## src/hdl/sbxfer_regs.svh

```systemverilog
// constants for the sideband thermal and data transfer command handler
`ifndef SBXFER_REGS_SVH
`define SBXFER_REGS_SVH

// command codes, response code is command code with bit 7 set
`define CMD_XCVR_TEMP 8'h4a
`define CMD_TSD_CTRL 8'h4b
`define CMD_XFER_DATA 8'h4c
`define RSP_FLAG 8'h80
`define PKG_CHAN_ID 5'h1f

// thermal shutdown operation field
`define TSD_OP_DISABLE 8'h00
`define TSD_OP_ENABLE 8'h01
`define TSD_OP_QUERY 8'h02

// transfer opcode field
`define XOP_INIT 8'h01
`define XOP_MID 8'h02
`define XOP_FINAL 8'h04
`define XOP_INIT_FINAL 8'h05
`define XOP_ABORT 8'h08

// response and reason codes
`define RC_COMPLETED 16'h0000
`define RC_FAILED 16'h0001
`define RC_UNSUPPORTED 16'h0003
`define RR_NONE 16'h0000
`define RR_PARAM_INVALID 16'h0002
`define RR_INFO_UNAVAIL 16'h0009
`define RR_RETRY_CHUNK 16'h4c10
`define RR_ABORT 16'h4c01
`define RR_BAD_HANDLE 16'h4c02
`define RR_SEQ_ERR 16'h4c03
`define RR_NO_STORAGE 16'h4c04

// first chunk number after the initial chunk
`define FIRST_MID_CHUNK 32'h0000_0002
`define CAP_TSD_BIT 7

// software register offsets
`define REG_CTRL 8'h00
`define REG_HANDLE 8'h04
`define REG_STATUS 8'h08
`define REG_RD_INDEX 8'h10
`define REG_RD_DATA 8'h14

// control register fields and reset values
`define CTRL_PRESENT_BIT 0
`define CTRL_ED_SUP_BIT 1
`define CTRL_RO_BIT 2
`define CTRL_EN_BIT 3
`define STAT_CLR_READY_BIT 1
`define SD_TEMP_RESET 8'h69
`define HANDLE_RESET 32'h0000_0000

// block store
`define BLK_DEPTH 32
`define BLK_FULL 6'h20

`endif

```

## src/hdl/sbxfer_pkg.sv

```systemverilog
// types for the sideband thermal and data transfer command handler
`default_nettype none
package sbxfer_pkg;

    typedef struct packed {
        logic rsp_valid;
        logic [7:0] rsp_cmd;
        logic [15:0] rsp_code;
        logic [15:0] rsp_reason;
        logic [31:0] rsp_w20;
        logic [31:0] rsp_w24;
        logic tsd_present;
        logic ed_sup;
        logic cfg_ro;
        logic tsd_en;
        logic [7:0] sd_temp;
        logic [31:0] handle;
        logic active;
        logic block_ready;
        logic [31:0] exp_chunk;
        logic [31:0] offset;
        logic [5:0] base;
        logic [5:0] wr_ptr;
        logic ovf;
        logic [5:0] blk_words;
        logic [4:0] rd_idx;
        logic [31:0] rdata;
    } state_t;

endpackage : sbxfer_pkg
`default_nettype wire

```

## src/hdl/sbxfer_top.sv

```systemverilog
// sideband command handler: transceiver temperature, thermal shutdown control, data transfer to controller
//
// Summary of operation
// - always answer temperature query unless header error
// - 16-bit values as contiguous half-word fields
// - transceiver temperature data passed unchanged
// - every channel answers its temperature query
// - info-unavailable when transceiver absent or unready
// - alarm/warning in word 20, temperature high word 24
// - capability bit 7 shows shutdown feature
// - shutdown control addressed to package id 0x1F
// - operation 0 disable, 1 enable, 2 query
// - answer shutdown control only when addressed to package id 0x1F, unless header error
// - status shows enablement after command executes
// - read-only config rejects enable/disable, param invalid
// - shutdown temperature low byte, status above it
// - status bit0 enabled, bit1 enable/disable supported
// - unsupported data handle terminates the transfer
// - retransmission only of the active chunk
// - block processed only after all chunks received
// - reset or out-of-order chunk aborts transfer
// - only one active transfer sequence at once
// - opcodes 1,2,4,5 and 8 abort, others reserved
// - initial carries handle, later chunks count from 2
// - chunk number gap gives 0x4C03 and aborts
//
// The register offsets and the plain strobed port were decided locally.
`default_nettype none
`include "sbxfer_regs.svh"

module sbxfer_top (
    input wire logic REF_CLK_I, // 50 MHz clock
    input wire logic RESETN_I, // asynchronous reset, active low
    input wire logic [7:0] REG_ADDR_I, // register byte address
    input wire logic [31:0] REG_WDATA_I, // register write data
    input wire logic REG_WR_I, // register write strobe
    input wire logic REG_RD_I, // register read strobe
    output logic [31:0] REG_RDATA_O, // read data, cycle after strobe
    input wire logic CMD_VALID_I, // one-cycle command strobe
    input wire logic [7:0] CMD_TYPE_I, // command code
    input wire logic [4:0] CMD_CHAN_I, // internal channel id
    input wire logic CMD_CSUM_ERR_I, // checksum error on this command
    input wire logic CMD_ID_ERR_I, // identifier mismatch on this command
    input wire logic [31:0] CMD_W16_I, // payload bytes 16..19
    input wire logic [31:0] CMD_W20_I, // payload bytes 20..23
    input wire logic [31:0] CMD_W24_I, // payload bytes 24..27
    input wire logic DATA_VALID_I, // chunk data word strobe
    input wire logic [31:0] DATA_I, // chunk data word
    input wire logic XFER_ERR_I, // transfer error seen on current chunk
    input wire logic RX_BUSY_I, // receive-direction sequence active
    input wire logic XCVR_PRESENT_I, // transceiver fitted
    input wire logic XCVR_READY_I, // transceiver powered up
    input wire logic XCVR_TEMP_VALID_I, // transceiver gives temperature data
    input wire logic [15:0] XCVR_ALARM_I, // high alarm threshold
    input wire logic [15:0] XCVR_WARN_I, // high warning threshold
    input wire logic [15:0] XCVR_TEMP_I, // module temperature
    output logic RSP_VALID_O, // one-cycle response strobe
    output logic [7:0] RSP_CMD_O, // response code byte
    output logic [15:0] RSP_CODE_O, // response code
    output logic [15:0] RSP_REASON_O, // reason code
    output logic [31:0] RSP_W20_O, // response bytes 20..23
    output logic [31:0] RSP_W24_O, // response bytes 24..27
    output logic [31:0] CAP_FLAGS_O, // capability flags contribution
    output logic TSD_EN_O, // thermal self-shutdown enabled
    output logic XFER_BUSY_O, // transmit sequence active
    output logic BLOCK_READY_O // full block held, ready to process
);
    import sbxfer_pkg::*;

    state_t q, d;
    logic [31:0] mem [`BLK_DEPTH];
    logic hdr_ok, xcvr_ok, stage_wr;
    logic [7:0] op;

    assign hdr_ok = CMD_VALID_I && !CMD_CSUM_ERR_I && !CMD_ID_ERR_I;
    assign xcvr_ok = XCVR_PRESENT_I && XCVR_READY_I && XCVR_TEMP_VALID_I;
    assign op = CMD_W16_I[7:0];
    // staging is frozen while a finished block waits for software
    assign stage_wr = DATA_VALID_I && !q.block_ready && !q.ovf && (q.wr_ptr != `BLK_FULL);

    always_comb begin
        d = q;
        d.rsp_valid = 1'b0;
        d.rdata = 32'h0;

        // register port
        if (REG_WR_I) begin
            unique case (REG_ADDR_I)
                `REG_CTRL: begin
                    d.tsd_present = REG_WDATA_I[`CTRL_PRESENT_BIT];
                    d.ed_sup = REG_WDATA_I[`CTRL_ED_SUP_BIT];
                    d.cfg_ro = REG_WDATA_I[`CTRL_RO_BIT];
                    d.tsd_en = REG_WDATA_I[`CTRL_EN_BIT];
                    d.sd_temp = REG_WDATA_I[15:8];
                end
                `REG_HANDLE: d.handle = REG_WDATA_I;
                `REG_STATUS: begin
                    if (REG_WDATA_I[`STAT_CLR_READY_BIT] && q.block_ready) begin
                        d.block_ready = 1'b0;
                        d.base = 6'h0;
                        d.wr_ptr = 6'h0;
                        d.blk_words = 6'h0;
                    end
                end
                `REG_RD_INDEX: d.rd_idx = REG_WDATA_I[4:0];
                default: ;
            endcase
        end
        if (REG_RD_I) begin
            unique case (REG_ADDR_I)
                `REG_CTRL: d.rdata = {16'h0, q.sd_temp, 4'h0, q.tsd_en, q.cfg_ro, q.ed_sup, q.tsd_present};
                `REG_HANDLE: d.rdata = q.handle;
                `REG_STATUS: d.rdata = {10'h0, q.blk_words, q.exp_chunk[7:0], 5'h0, q.ovf, q.block_ready, q.active};
                `REG_RD_INDEX: d.rdata = {27'h0, q.rd_idx};
                `REG_RD_DATA: d.rdata = mem[q.rd_idx];
                default: d.rdata = 32'h0;
            endcase
        end

        // chunk data staging
        if (DATA_VALID_I && !q.block_ready) begin
            if (stage_wr) begin
                d.wr_ptr = q.wr_ptr + 6'h1;
            end else begin
                d.ovf = 1'b1;
            end
        end

        if (hdr_ok) begin
            d.rsp_cmd = CMD_TYPE_I | `RSP_FLAG;
            d.rsp_code = `RC_COMPLETED;
            d.rsp_reason = `RR_NONE;
            d.rsp_w20 = 32'h0;
            d.rsp_w24 = 32'h0;
            unique case (CMD_TYPE_I)
                `CMD_XCVR_TEMP: begin
                    d.rsp_valid = 1'b1;
                    if (xcvr_ok) begin
                        d.rsp_w20 = {XCVR_ALARM_I, XCVR_WARN_I};
                        d.rsp_w24 = {XCVR_TEMP_I, 16'h0};
                    end else begin
                        d.rsp_code = `RC_FAILED;
                        d.rsp_reason = `RR_INFO_UNAVAIL;
                    end
                end
                `CMD_TSD_CTRL: begin
                    d.rsp_valid = (CMD_CHAN_I == `PKG_CHAN_ID);
                    if (!q.tsd_present) begin
                        d.rsp_code = `RC_UNSUPPORTED;
                    end else begin
                        unique case (op)
                            `TSD_OP_QUERY: ;
                            `TSD_OP_DISABLE, `TSD_OP_ENABLE: begin
                                if (q.cfg_ro || !q.ed_sup) begin
                                    d.rsp_code = `RC_FAILED;
                                    d.rsp_reason = `RR_PARAM_INVALID;
                                end else if (d.rsp_valid) begin
                                    d.tsd_en = op[0];
                                end
                            end
                            default: begin
                                d.rsp_code = `RC_FAILED;
                                d.rsp_reason = `RR_PARAM_INVALID;
                            end
                        endcase
                        // status reflects state after this command
                        d.rsp_w20 = {16'h0, 6'h0, q.ed_sup, d.tsd_en, q.sd_temp};
                    end
                end
                `CMD_XFER_DATA: begin
                    d.rsp_valid = (CMD_CHAN_I == `PKG_CHAN_ID);
                    if (d.rsp_valid) begin
                        d.rsp_code = `RC_FAILED;
                        unique case (op)
                            `XOP_INIT, `XOP_INIT_FINAL: begin
                                if (q.active || RX_BUSY_I) begin
                                    d.rsp_reason = `RR_ABORT;
                                    if (!q.active) d.wr_ptr = q.base;
                                end else if (q.block_ready) begin
                                    d.rsp_reason = `RR_NO_STORAGE;
                                end else if (CMD_W24_I != q.handle) begin
                                    d.rsp_reason = `RR_BAD_HANDLE;
                                    d.wr_ptr = q.base;
                                end else if (q.ovf) begin
                                    d.rsp_reason = `RR_NO_STORAGE;
                                    d.wr_ptr = q.base;
                                end else if (XFER_ERR_I) begin
                                    d.rsp_reason = `RR_RETRY_CHUNK;
                                    d.wr_ptr = q.base;
                                end else begin
                                    d.rsp_code = `RC_COMPLETED;
                                    d.base = q.wr_ptr;
                                    d.offset = CMD_W20_I;
                                    d.exp_chunk = `FIRST_MID_CHUNK;
                                    d.active = (op == `XOP_INIT);
                                    d.block_ready = (op == `XOP_INIT_FINAL);
                                    d.blk_words = q.wr_ptr;
                                end
                            end
                            `XOP_MID, `XOP_FINAL: begin
                                if (!q.active) begin
                                    d.rsp_reason = `RR_ABORT;
                                    d.wr_ptr = q.base;
                                end else if (CMD_W24_I != q.exp_chunk) begin
                                    d.rsp_reason = `RR_SEQ_ERR;
                                    d.active = 1'b0;
                                    d.base = 6'h0;
                                    d.wr_ptr = 6'h0;
                                end else if (q.ovf) begin
                                    d.rsp_reason = `RR_NO_STORAGE;
                                    d.active = 1'b0;
                                    d.base = 6'h0;
                                    d.wr_ptr = 6'h0;
                                end else if (XFER_ERR_I) begin
                                    // only the active chunk is discarded and asked for again
                                    d.rsp_reason = `RR_RETRY_CHUNK;
                                    d.wr_ptr = q.base;
                                end else begin
                                    d.rsp_code = `RC_COMPLETED;
                                    d.base = q.wr_ptr;
                                    d.exp_chunk = q.exp_chunk + 32'h1;
                                    if (op == `XOP_FINAL) begin
                                        d.active = 1'b0;
                                        d.block_ready = 1'b1;
                                        d.blk_words = q.wr_ptr;
                                    end
                                end
                            end
                            `XOP_ABORT: begin
                                d.rsp_code = `RC_COMPLETED;
                                if (q.active) begin
                                    d.active = 1'b0;
                                    d.base = 6'h0;
                                    d.wr_ptr = 6'h0;
                                end else begin
                                    d.wr_ptr = q.base;
                                end
                            end
                            default: begin
                                d.rsp_reason = `RR_PARAM_INVALID;
                                d.wr_ptr = q.base;
                            end
                        endcase
                        d.ovf = 1'b0;
                    end
                end
                default: ;
            endcase
            // the last response's fields stand until another response goes out
            if (!d.rsp_valid) begin
                d.rsp_cmd = q.rsp_cmd;
                d.rsp_code = q.rsp_code;
                d.rsp_reason = q.rsp_reason;
                d.rsp_w20 = q.rsp_w20;
                d.rsp_w24 = q.rsp_w24;
            end
        end
    end

    // reset drops any transfer in progress
    always_ff @(posedge REF_CLK_I or negedge RESETN_I) begin
        if (!RESETN_I) begin
            q <= '0;
            q.tsd_present <= 1'b1;
            q.ed_sup <= 1'b1;
            q.tsd_en <= 1'b1;
            q.sd_temp <= `SD_TEMP_RESET;
            q.handle <= `HANDLE_RESET;
        end else begin
            q <= d;
        end
    end

    always_ff @(posedge REF_CLK_I) begin
        if (stage_wr) begin
            mem[q.wr_ptr[4:0]] <= DATA_I;
        end
    end

    assign REG_RDATA_O = q.rdata;
    assign RSP_VALID_O = q.rsp_valid;
    assign RSP_CMD_O = q.rsp_cmd;
    assign RSP_CODE_O = q.rsp_code;
    assign RSP_REASON_O = q.rsp_reason;
    assign RSP_W20_O = q.rsp_w20;
    assign RSP_W24_O = q.rsp_w24;
    assign CAP_FLAGS_O = {24'h0, q.tsd_present, 7'h0};
    assign TSD_EN_O = q.tsd_en;
    assign XFER_BUSY_O = q.active;
    assign BLOCK_READY_O = q.block_ready;
endmodule // sbxfer_top
`default_nettype wire
```

## config.mk

```make
export PLATFORM = sky130hd
export DESIGN_NAME = sbxfer_top
export DESIGN_NICKNAME = d
export VERILOG_FILES = /design/src/hdl/sbxfer_pkg.sv /design/src/hdl/sbxfer_top.sv
export VERILOG_INCLUDE_DIRS = /design/src /design/src/hdl
export SDC_FILE = /design/constraint.sdc
export NUM_CORES = 1
export LEC_CHECK = 0
export ABC_AREA = 1
export BUFFER_PORTS_ARGS = -buffer_cell sky130_fd_sc_hd__buf_2
export CELL_PAD_IN_SITES_DETAIL_PLACEMENT = 0
export CELL_PAD_IN_SITES_GLOBAL_PLACEMENT = 1
export CORE_ASPECT_RATIO = 1.5
export CORE_MARGIN = 2
export CORE_UTILIZATION = 25
export DETAILED_ROUTE_END_ITERATION = 10
export PLACE_DENSITY_LB_ADDON = 0.08
export REMOVE_ABC_BUFFERS = 1
export SLEW_MARGIN = 25
export SYNTH_ARGS = -nofsm -noshare
export SYNTH_HDL_FRONTEND = slang
export SYNTH_SLANG_ARGS = --single-unit
```

## constraint.sdc

```tcl
create_clock -name REF_CLK_I -period 6.68 [get_ports REF_CLK_I]
set_input_delay 1.336 -clock REF_CLK_I [delete_from_list [all_inputs] [get_ports REF_CLK_I]]
set_output_delay 1.336 -clock REF_CLK_I [all_outputs]
set_load 0.01 [all_outputs]
```

==> metrics.txt, run 1 <==
post-synthesis register bit count 1223; clk buf depth 4; most numerous cell in the Yosys netlist edfxtp_1; vias per cell 4.74; Die Height 571 um; hpwl dp 128000 um; status complete, no violations; P&R area growth vs syn 14.9%; FP Rows 208; worst slack, placed 2.04 ns; Syn Area/Cell 10.9 um2; GR Overflow Total 0; final hold viol count 0; maxcap violations 0; setup ws final 2.54 ns; postcts setup bufs 0; pin count of the biggest net entering global routing 129; R2R setup slack 2.54 ns; Worst Path Required 7.12 ns; CTS H-tree depth 4; die width 382 um; CTS buffer count 142; average wire per standard cell 26.1 um; GP Congestion 0.826; Die Area 218000 um2; Crit path arrival time 4.57 ns; Worst setup EP type register; EDFF count, synth 1024; Worst-path clk slew 0.06 ns; overall power 16.6 mW; min cycle time layout 4.14 ns; register area share after synthesis 66.7%; vias in the first global route 38200; Synth area leader edfxtp_1; CP startpoint kind register; CP Max Fanout 18; Routed WL 209000 um; placed inst area 57400 um2; # placed instances 7746; I/O Pins 414; first-pass GRT wire length 294000 um; clk root buf clkbuf_16; RSZ-0062 raised after global routing false; cell area after layout 61600 um2; worst skew pair latency 0.79 ns; # nets final 5302; routed vias 37800; Peak VDD IR 0.163 mV; Util after Layout 28.8%; synth unique cells 49; Synth top cells by count edfxtp_1, nor2_1, nand2_1; I/O Buffers 288; YS warnings 0; CTS tree built; final setup vio count 0; clock sinks 1223; PD cells 269 nW/um2; Slew HR 30.8%; hold-fix buffers at CTS 0; core footprint 214000 um2; LEAKAGE 22.1 nW; number of routed nets with antenna violations 0; fin crit share 61.9%; Synth Cell Area 53600 um2; post-route insts no fill 7987; fmax 242 MHz; most common flop cell mapped by yosys edfxtp_1; share of layout cells above drive strength 1 12.2%; clock skew after layout 0.0489 ns; First-pass DRT Iterations 5; Initial Util 25.1%; synth top area cells edfxtp_1, dfrtp_1, o21ai_0; Min Hold Slack 0.460 ns; antenna violations before repair 18; total track usage 18.7%; First DRT Iteration DRCs 2201; Yosys top cell area share 57.4%; Slew Viols, Final 0; Post-Syn Instances 4930; TNS Setup 0 ns; FFs w/ async S/R, synth 16.3%; DRC errors left 0; Crit Path Category register to register; actual slew at the worst max-slew pin 1.04 ns; # resized after CTS 0; Hold Crit Class register to register
==> power breakdown <==
group          switching (mW)  internal (mW)  total (mW)
Combinational           0.687          0.218       0.905
Sequential             0.0331           8.29        8.32
Clock                    3.18           4.15        7.33
==> flip-flops by register name, summed over array words and instances, names as in the netlist <==
register / cells
mem: 1024
q: 98
REG_RDATA_O: 32
RSP_W20_O: 32
RSP_W24_O: 16
RSP_CMD_O: 8
RSP_REASON_O: 6
RSP_CODE_O: 2
BLOCK_READY_O: 1
CAP_FLAGS_O: 1
RSP_VALID_O: 1
TSD_EN_O: 1
XFER_BUSY_O: 1
==> cell type report <==
type | count | area, um2
clock buffer | 184 | 3760
fill | 22300 | 152000
timing repair buffer | 374 | 2200
tap | 2835 | 3550
multi-input combinational | 3050 | 14900
antenna | 6 | 15.0
inverter | 264 | 1010
sequential | 1223 | 35800
clock inverter | 51 | 390
==> worst paths after layout <==
check,start,end,cells past startpoint
hold / removal,RSP_CMD_O[5],RSP_CMD_O[5],2
max in group asynchronous,RESETN_I,RSP_W24_O[23],2
min in group asynchronous,RESETN_I,q[101],1
hold reg to reg,RSP_CMD_O[5],RSP_CMD_O[5],2
setup / recovery,BLOCK_READY_O,mem[10][25],9
setup reg to reg,BLOCK_READY_O,mem[10][25],9
==> critical path, cell delays in order (launching register included) <==
cell     delay [ns]
dfrtp_1        0.56
inv_1          0.12
buf_4          0.29
nand2_1        0.11
nor2_1         0.16
nand2_1        0.27
inv_2          0.27
nand2_1        0.52
nor2_4         0.97
buf_4          0.45
==> cell families (layout without fill, tap and decap cells) <==
logic type | count (synthesis) | in the layout | synth area share [%]
compound gates | 1055 | 1055 | 11.6
simple gates | 1892 | 1892 | 14.7
other cells | 1 | 75 | 0.00700
mux | 2 | 2 | 0.0420
flops | 1223 | 1223 | 66.7
fa+ha+maj | 5 | 5 | 0.117
buf+inv | 725 | 873 | 6.49
xor+xnor | 27 | 27 | 0.441
==> placed cells by master, fill, tap and decap left out, types with 26 or more instances in the layout <==
cell type,n
o211ai_1,26
o221ai_1,167
clkbuf_1,39
buf_2,287
nand3_1,328
inv_1,248
a21oi_1,93
nand4_1,60
conb_1,69
clkinv_1,30
edfxtp_1,1024
clkbuf_16,144
dfrtp_1,186
nor3_1,32
nand2_1,691
o22ai_1,102
o21ai_0,623
buf_4,78
nor2_1,716
nor2_4,37
==> routing by layer <==
layer	wire, um	vias up	global-route usage (%)
met1	87200	19200	22.9
met3	7500	239	2.28
met4	4960	6	4.77
li1	-	17500	-
met5	43	-	0
met2	109000	827	34.4
(Power assumes the default switching activity.)
==> run 2: changes to the inputs <==
--- a/config.mk
+++ b/config.mk
@@ -6,7 +6,7 @@
 export SDC_FILE = /design/constraint.sdc
 export NUM_CORES = 1
 export LEC_CHECK = 0
-export ABC_AREA = 1
+export ABC_AREA = 0
 export BUFFER_PORTS_ARGS = -buffer_cell sky130_fd_sc_hd__buf_2
 export CELL_PAD_IN_SITES_DETAIL_PLACEMENT = 0
 export CELL_PAD_IN_SITES_GLOBAL_PLACEMENT = 1
==> constraint.sdc (replaced) <==
create_clock -name REF_CLK_I -period 3.6 [get_ports REF_CLK_I]
set_input_delay 0.72 -clock REF_CLK_I [delete_from_list [all_inputs] [get_ports REF_CLK_I]]
set_output_delay 0.72 -clock REF_CLK_I [all_outputs]
set_load 0.01 [all_outputs]
==> run 2 against run 1 <==
Final cell count decreased by 27%; cell area fell by 2.3%; critical path depth fell by 2; flip-flop and latch count did not move; register-to-register slack lost 2.1 ns; first-iteration DRC count down 9.0%.
==> metrics.txt, run 2 <==
maxcap violations 0 (unchanged); I/O Buffers 288 (unchanged); slowest CP cell dfrtp_4 (was nor2_4); # resized after CTS 0 (unchanged); vias in the first global route 28900 (was 38200); CTS buffer count 138 (was 142); max incr delay on CP 0.66 ns (was 0.97 ns); clk buf depth 4 (unchanged); Worst-path clk slew 0.06 ns (about the same); # nets final 3328 (was 5302); YS warnings 0 (unchanged); Worst setup EP type register (unchanged); met2 routed WL 94700 um (was 109000 um); GP Congestion 0.807 (was 0.826); min cycle time layout 3.11 ns (was 4.14 ns); Slew HR 46.6% (was 30.8%); final hold viol count 0 (unchanged); clock skew after layout 0.0529 ns (was 0.0489 ns); commonest non-fill, non-tap cells in the layout edfxtp_1, mux4_2, buf_2, dfrtp_1, nand2_1 (was edfxtp_1, nor2_1, nand2_1, o21ai_0, nand3_1); CP Cell Sequence buf_12 -> buf_12 -> mux4_2 -> mux4_2 -> mux2_2 -> a22oi_1 -> nor2b_1 (was inv_1 -> buf_4 -> nand2_1 -> nor2_1 -> nand2_1 -> inv_2 -> nand2_1 -> nor2_4 -> buf_4); TNS Setup 0 ns (unchanged); total track usage 16.5% (was 18.7%); CTS tree built (unchanged); die width 371 um (was 382 um); Synth Cell Area 50500 um2 (was 53600 um2); Post-Syn Instances 2745 (was 4930); overall power 30.2 mW (was 16.6 mW); fin crit share 86.3% (was 61.9%); antenna violations before repair 21 (was 18); most numerous cell in the Yosys netlist edfxtp_1 (unchanged); clk root buf clkbuf_16 (unchanged); Initial Util 25.1% (about the same); First-pass DRT Iterations 8 (was 5); CP delay by family, top multiplexers (was simple AND/OR/NAND/NOR gates); share of layout cells above drive strength 1 34.4% (was 12.2%); first-pass GRT wire length 237000 um (was 294000 um); CTS H-tree depth 4 (unchanged); clock sinks 1223 (unchanged); LEAKAGE 20.0 nW (was 22.1 nW); worst skew pair latency 0.80 ns (was 0.79 ns); post-synthesis register bit count 1223 (unchanged); Crit Path Category register to register (unchanged); met3 wire len 7220 um (was 7500 um); M1 WL 65300 um (was 87200 um); CP startpoint kind register (unchanged); vias per cell 4.62 (was 4.74); DRC errors left 0 (unchanged); synth top area cells edfxtp_1, mux4_2, dfrtp_1 (was edfxtp_1, dfrtp_1, o21ai_0); Hold Crit Class input port to register (was register to register); Die Height 555 um (was 571 um); Synth top cells by count edfxtp_1, mux4_2, dfrtp_1 (was edfxtp_1, nor2_1, nand2_1); core footprint 201000 um2 (was 214000 um2); Synth area leader edfxtp_1 (unchanged); hpwl dp 106000 um (was 128000 um); Crit path arrival time 3.77 ns (was 4.57 ns); FP Rows 202 (was 208); synth unique cells 72 (was 49); FFs w/ async S/R, synth 16.3% (unchanged); First DRT Iteration DRCs 2003 (was 2201); most common flop cell mapped by yosys edfxtp_1 (unchanged); Largest register FFs 1024 (unchanged); EDFF count, synth 1024 (unchanged); I/O Pins 414 (unchanged); register area share after synthesis 70.8% (was 66.7%); CP bufs+invs 2 (was 4); Yosys top cell area share 60.9% (was 57.4%); Die Area 206000 um2 (was 218000 um2); PD cells 502 nW/um2 (was 269 nW/um2); final setup vio count 0 (unchanged); Max Used Layer met5 (unchanged); Routed WL 172000 um (was 209000 um); Peak VDD IR 0.321 mV (was 0.163 mV); Worst Path Required 4.26 ns (was 7.12 ns); Syn Area/Cell 18.4 um2 (was 10.9 um2); Slew Viols, Final 0 (unchanged); actual slew at the worst max-slew pin 0.801 ns (was 1.04 ns); status complete, no violations (unchanged); CP Max Fanout 23 (was 18); pin count of the biggest net entering global routing 118 (was 129); average wire per standard cell 29.5 um (was 26.1 um); P&R area growth vs syn 19.1% (was 14.9%); commonest non-fill, non-tap cell in the layout edfxtp_1 (unchanged); routed vias 27000 (was 37800); RSZ-0062 raised after global routing false (unchanged); fmax 322 MHz (was 242 MHz); GR Overflow Total 0 (unchanged); number of routed nets with antenna violations 0 (unchanged)
run 2: what timing repair did:
action | 4_1_cts | 5_1_grt
endpoints found under the hold margin | 59 | 0
hold buffers | 1 | 0
setup buffers | 0 | 0
run 2: cell families after synthesis:
| logic type | share of synthesized area (%) |
|---|---|
| AO/OA/AOI/OAI | 3.59 |
| adder cells (fa/ha/maj) | 0.124 |
| buffers and inverters | 3.96 |
| XOR/XNOR | 1.14 |
| multiplexers | 16.5 |
| other | 0.00742 |
| AND/OR/NAND/NOR | 3.90 |
| flip-flops | 70.8 |
run 2: metal layers:
layer	vias up	track usage (%)
li1	11400	-
met1	14600	18.7
met2	697	31.6
met3	235	2.48
met4	18	4.62
met5	-	0
run 2: worst paths after layout:
check	start	end	slack, ns	cells past startpoint
max	q[32]	REG_RDATA_O[5]	0.49	7
max in group asynchronous	RESETN_I	q[160]	2.18	3
min in group asynchronous	RESETN_I	RSP_CMD_O[0]	0.53	2
min reg2reg	RSP_CMD_O[3]	RSP_CMD_O[3]	0.46	1
max reg2reg	q[32]	REG_RDATA_O[5]	0.49	7
min	REG_WDATA_I[18]	q[140]	0.19	2
run 2: report_power, final:
part / switching (mW) / internal [mW] / leakage, nW / total (mW)
registers: 0.0880 / 15.4 / 11.9 / 15.5
logic: 0.824 / 0.597 / 6.10 / 1.42
clock network: 5.66 / 7.63 / 2.02 / 13.3
total: 6.57 / 23.6 / 20.0 / 30.2
run 2: cell type report:
| cell class | count | area (um2) |
|---|---|---|
| Tap cell | 2652 | 3320 |
| Multi-Input combinational cell | 1247 | 13300 |
| Antenna cell | 4 | 10.0 |
| Inverter | 29 | 109 |
| Timing Repair Buffer | 442 | 3520 |
| Sequential cell | 1223 | 35800 |
| Clock buffer | 176 | 3720 |
| Fill cell | 19700 | 141000 |
| Clock inverter | 57 | 403 |
run 2: through the flow:
| step | hold slack (ns) | std cells | cell area, um2 | util [%] | setup WS (ns) |
|---|---|---|---|---|---|
| global placement | 0.451 | 5592 | 56000 | 27.8 | 0.169 |
| detailed placement | 0.448 | 5592 | 56000 | 27.8 | 0.180 |
| floorplan | 0.424 | 2499 | 48900 | - | -8.02 |
| global route | 0.160 | 5828 | 60100 | 29.9 | 0.327 |
| CTS | 0.131 | 5826 | 60100 | 29.8 | 0.448 |
| finish | 0.190 | 5830 | 60100 | 29.9 | 0.492 |
==> run 3: changes to the inputs <==
--- a/config.mk
+++ b/config.mk
@@ -14,7 +14,7 @@
 export CORE_MARGIN = 2
 export CORE_UTILIZATION = 25
 export DETAILED_ROUTE_END_ITERATION = 10
-export PLACE_DENSITY_LB_ADDON = 0.08
+export PLACE_DENSITY_LB_ADDON = 0.05
 export REMOVE_ABC_BUFFERS = 1
 export SLEW_MARGIN = 25
 export SYNTH_ARGS = -nofsm -noshare
==> run 3 against run 2 <==
Final cell count up 0.45%; clock skew up 0.0031 ns; worst hold slack worse by 0.028 ns; largest power group unchanged; flip-flop and latch count unchanged; combinational power about the same; highest routed layer unchanged; sequential power about the same; cell area up 0.45%; utilization up 0.13 points; count of clock-buffer cells in the layout down 3; sequential share of layout area down 0.27 points; critical path type unchanged; non-clock buffer count up 16.
==> metrics.txt, run 3 (synthesis gave the netlist of run 2 again) <==
status complete, no violations (unchanged); # nets final 3347 (was 3328); CTS H-tree depth 4 (unchanged); Multi-input gate area 13300 um2 (unchanged); maxcap violations 0 (unchanged); fin crit share 85.9% (was 86.3%); Routed WL 171000 um (was 172000 um); vias per cell 4.60 (was 4.62); final hold viol count 0 (unchanged); GR Overflow Total 0 (unchanged); max incr delay on CP 0.61 ns (was 0.66 ns); number of routed nets with antenna violations 0 (unchanged); First-pass DRT Iterations 6 (was 8); CTS tree built (unchanged); fmax 323 MHz (was 322 MHz); DRC errors left 0 (unchanged); commonest non-fill, non-tap cells in the layout edfxtp_1, mux4_2, buf_2, dfrtp_1, nand2_1 (unchanged); post-route insts no fill 5856 (was 5830); # resized after CTS 0 (unchanged); First DRT Iteration DRCs 2082 (was 2003); Reg area 35800 um2 (unchanged); # placed instances 5607 (was 5592); Initial Util 25.1% (unchanged); die width 371 um (unchanged); Die Area 206000 um2 (unchanged); CP delay by family, top multiplexers (unchanged); CP Max Fanout 22 (was 23); clk root buf clkbuf_16 (unchanged); clk buf depth 4 (unchanged); LEAKAGE 20.2 nW (was 20.0 nW); Worst Path Required 4.20 ns (was 4.26 ns); CTS buffer count 141 (was 138); CP Cell Sequence buf_12 -> buf_12 -> mux4_2 -> mux4_2 -> mux2_2 -> a222oi_1 -> nor2_1 (was buf_12 -> buf_12 -> mux4_2 -> mux4_2 -> mux2_2 -> a22oi_1 -> nor2b_1); worst skew pair latency 0.80 ns (about the same); Filler cells 19800 (was 19700); slowest CP cell dfrtp_4 (unchanged); share of layout cells above drive strength 1 34.8% (was 34.4%); antenna violations before repair 13 (was 21); actual slew at the worst max-slew pin 1.09 ns (was 0.801 ns); final setup vio count 0 (unchanged); core footprint 201000 um2 (unchanged); overall power 30.8 mW (was 30.2 mW); first-pass GRT wire length 236000 um (was 237000 um); I/O Buffers 288 (unchanged); I/O Pins 414 (unchanged); Hold Crit Class input port to register (unchanged); vias in the first global route 28900 (about the same); FP Rows 202 (unchanged); pin count of the biggest net entering global routing 118 (unchanged); total track usage 16.5% (about the same); GP Congestion 0.762 (was 0.807); min cycle time layout 3.09 ns (was 3.11 ns); CP bufs+invs 2 (unchanged); commonest non-fill, non-tap cell in the layout edfxtp_1 (unchanged); Worst-path clk slew 0.06 ns (about the same); Slew Viols, Final 0 (unchanged); clock skew after layout 0.0560 ns (was 0.0529 ns); Crit Path Category register to register (unchanged); routed vias 26900 (was 27000); Largest register FFs 1024 (unchanged); Worst setup EP type register (unchanged); P&R area growth vs syn 19.6% (was 19.1%); RSZ-0062 raised after global routing false (unchanged); Min Hold Slack 0.163 ns (was 0.190 ns); Peak VDD IR 0.318 mV (was 0.321 mV); Slew HR 27.5% (was 46.6%); average wire per standard cell 29.2 um (was 29.5 um); clock sinks 1223 (unchanged); Crit path arrival time 3.70 ns (was 3.77 ns); PD cells 511 nW/um2 (was 502 nW/um2); Die Height 555 um (unchanged); hpwl dp 106000 um (about the same); CP startpoint kind register (unchanged)
==> run 3: worst register-to-register path, cell delays in order (launching register included) <==
cell and delay, ns:
dfrtp_4 0.61, buf_12 0.25, buf_12 0.27, mux4_2 0.56, mux4_2 0.49, mux2_2 0.34, a222oi_1 0.32, nor2_1 0.08
==> run 3: cell type report <==
class / instances / share of cell area (%)
clock inverters: 71 / 1.09
repair buffers: 458 / 5.95
multi-input cells: 1247 / 22.0
well taps: 2652 / 5.49
flip-flops and latches: 1223 / 59.2
clock buffers: 173 / 6.07
inverters: 29 / 0.180
diodes: 3 / 0.0124
==> run 3: what timing repair did <==
action / CTS / global route
endpoints found under the hold margin: 67 / 0
setup buffers: 0 / 0
hold buffers: 1 / 0
==> run 3: worst paths after layout <==
kind | startpoint | to | slack (ns) | cells past startpoint
worst max-delay path | q[32] | REG_RDATA_O[19] | 0.51 | 7
worst min register to register | RSP_CMD_O[3] | RSP_CMD_O[3] | 0.46 | 1
min in group asynchronous | RESETN_I | RSP_REASON_O[4] | 0.54 | 2
worst max register to register | q[32] | REG_RDATA_O[19] | 0.51 | 7
max in group asynchronous | RESETN_I | q[159] | 2.25 | 3
worst min-delay path | XCVR_WARN_I[10] | RSP_W20_O[10] | 0.16 | 3
==> run 3: layer usage <==
layer / vias up / global-route usage (%) / part of all wire (%)
li1: 11500 / - / -
met1: 14500 / 19.9 / 40
met2: 726 / 30.5 / 54
met3: 218 / 2.27 / 3.8
met4: 8 / 3.96 / 2.1
met5: - / 0 / 0.033
==> run 3: per-stage QoR <==
step | utilization [%] | setup TNS (ns) | instance area (um2) | setup slack [ns]
after global placement | 27.8 | 0 | 56100 | 0.248
final | 30.0 | 0 | 60400 | 0.507
after CTS | 30.0 | 0 | 60400 | 0.453
after detailed placement | 27.8 | 0 | 56100 | 0.243
after floorplan | - | -384.05 | 48900 | -8.02
after global routing | 30.0 | 0 | 60400 | 0.374
==> run 3: where the power goes <==
| part | total (mW) | internal, mW | switching [mW] |
|---|---|---|---|
| registers | 15.5 | 15.4 | 0.0925 |
| logic | 1.44 | 0.598 | 0.838 |
| clock network | 13.9 | 8.09 | 5.82 |
| total | 30.8 | 24.1 | 6.75 |
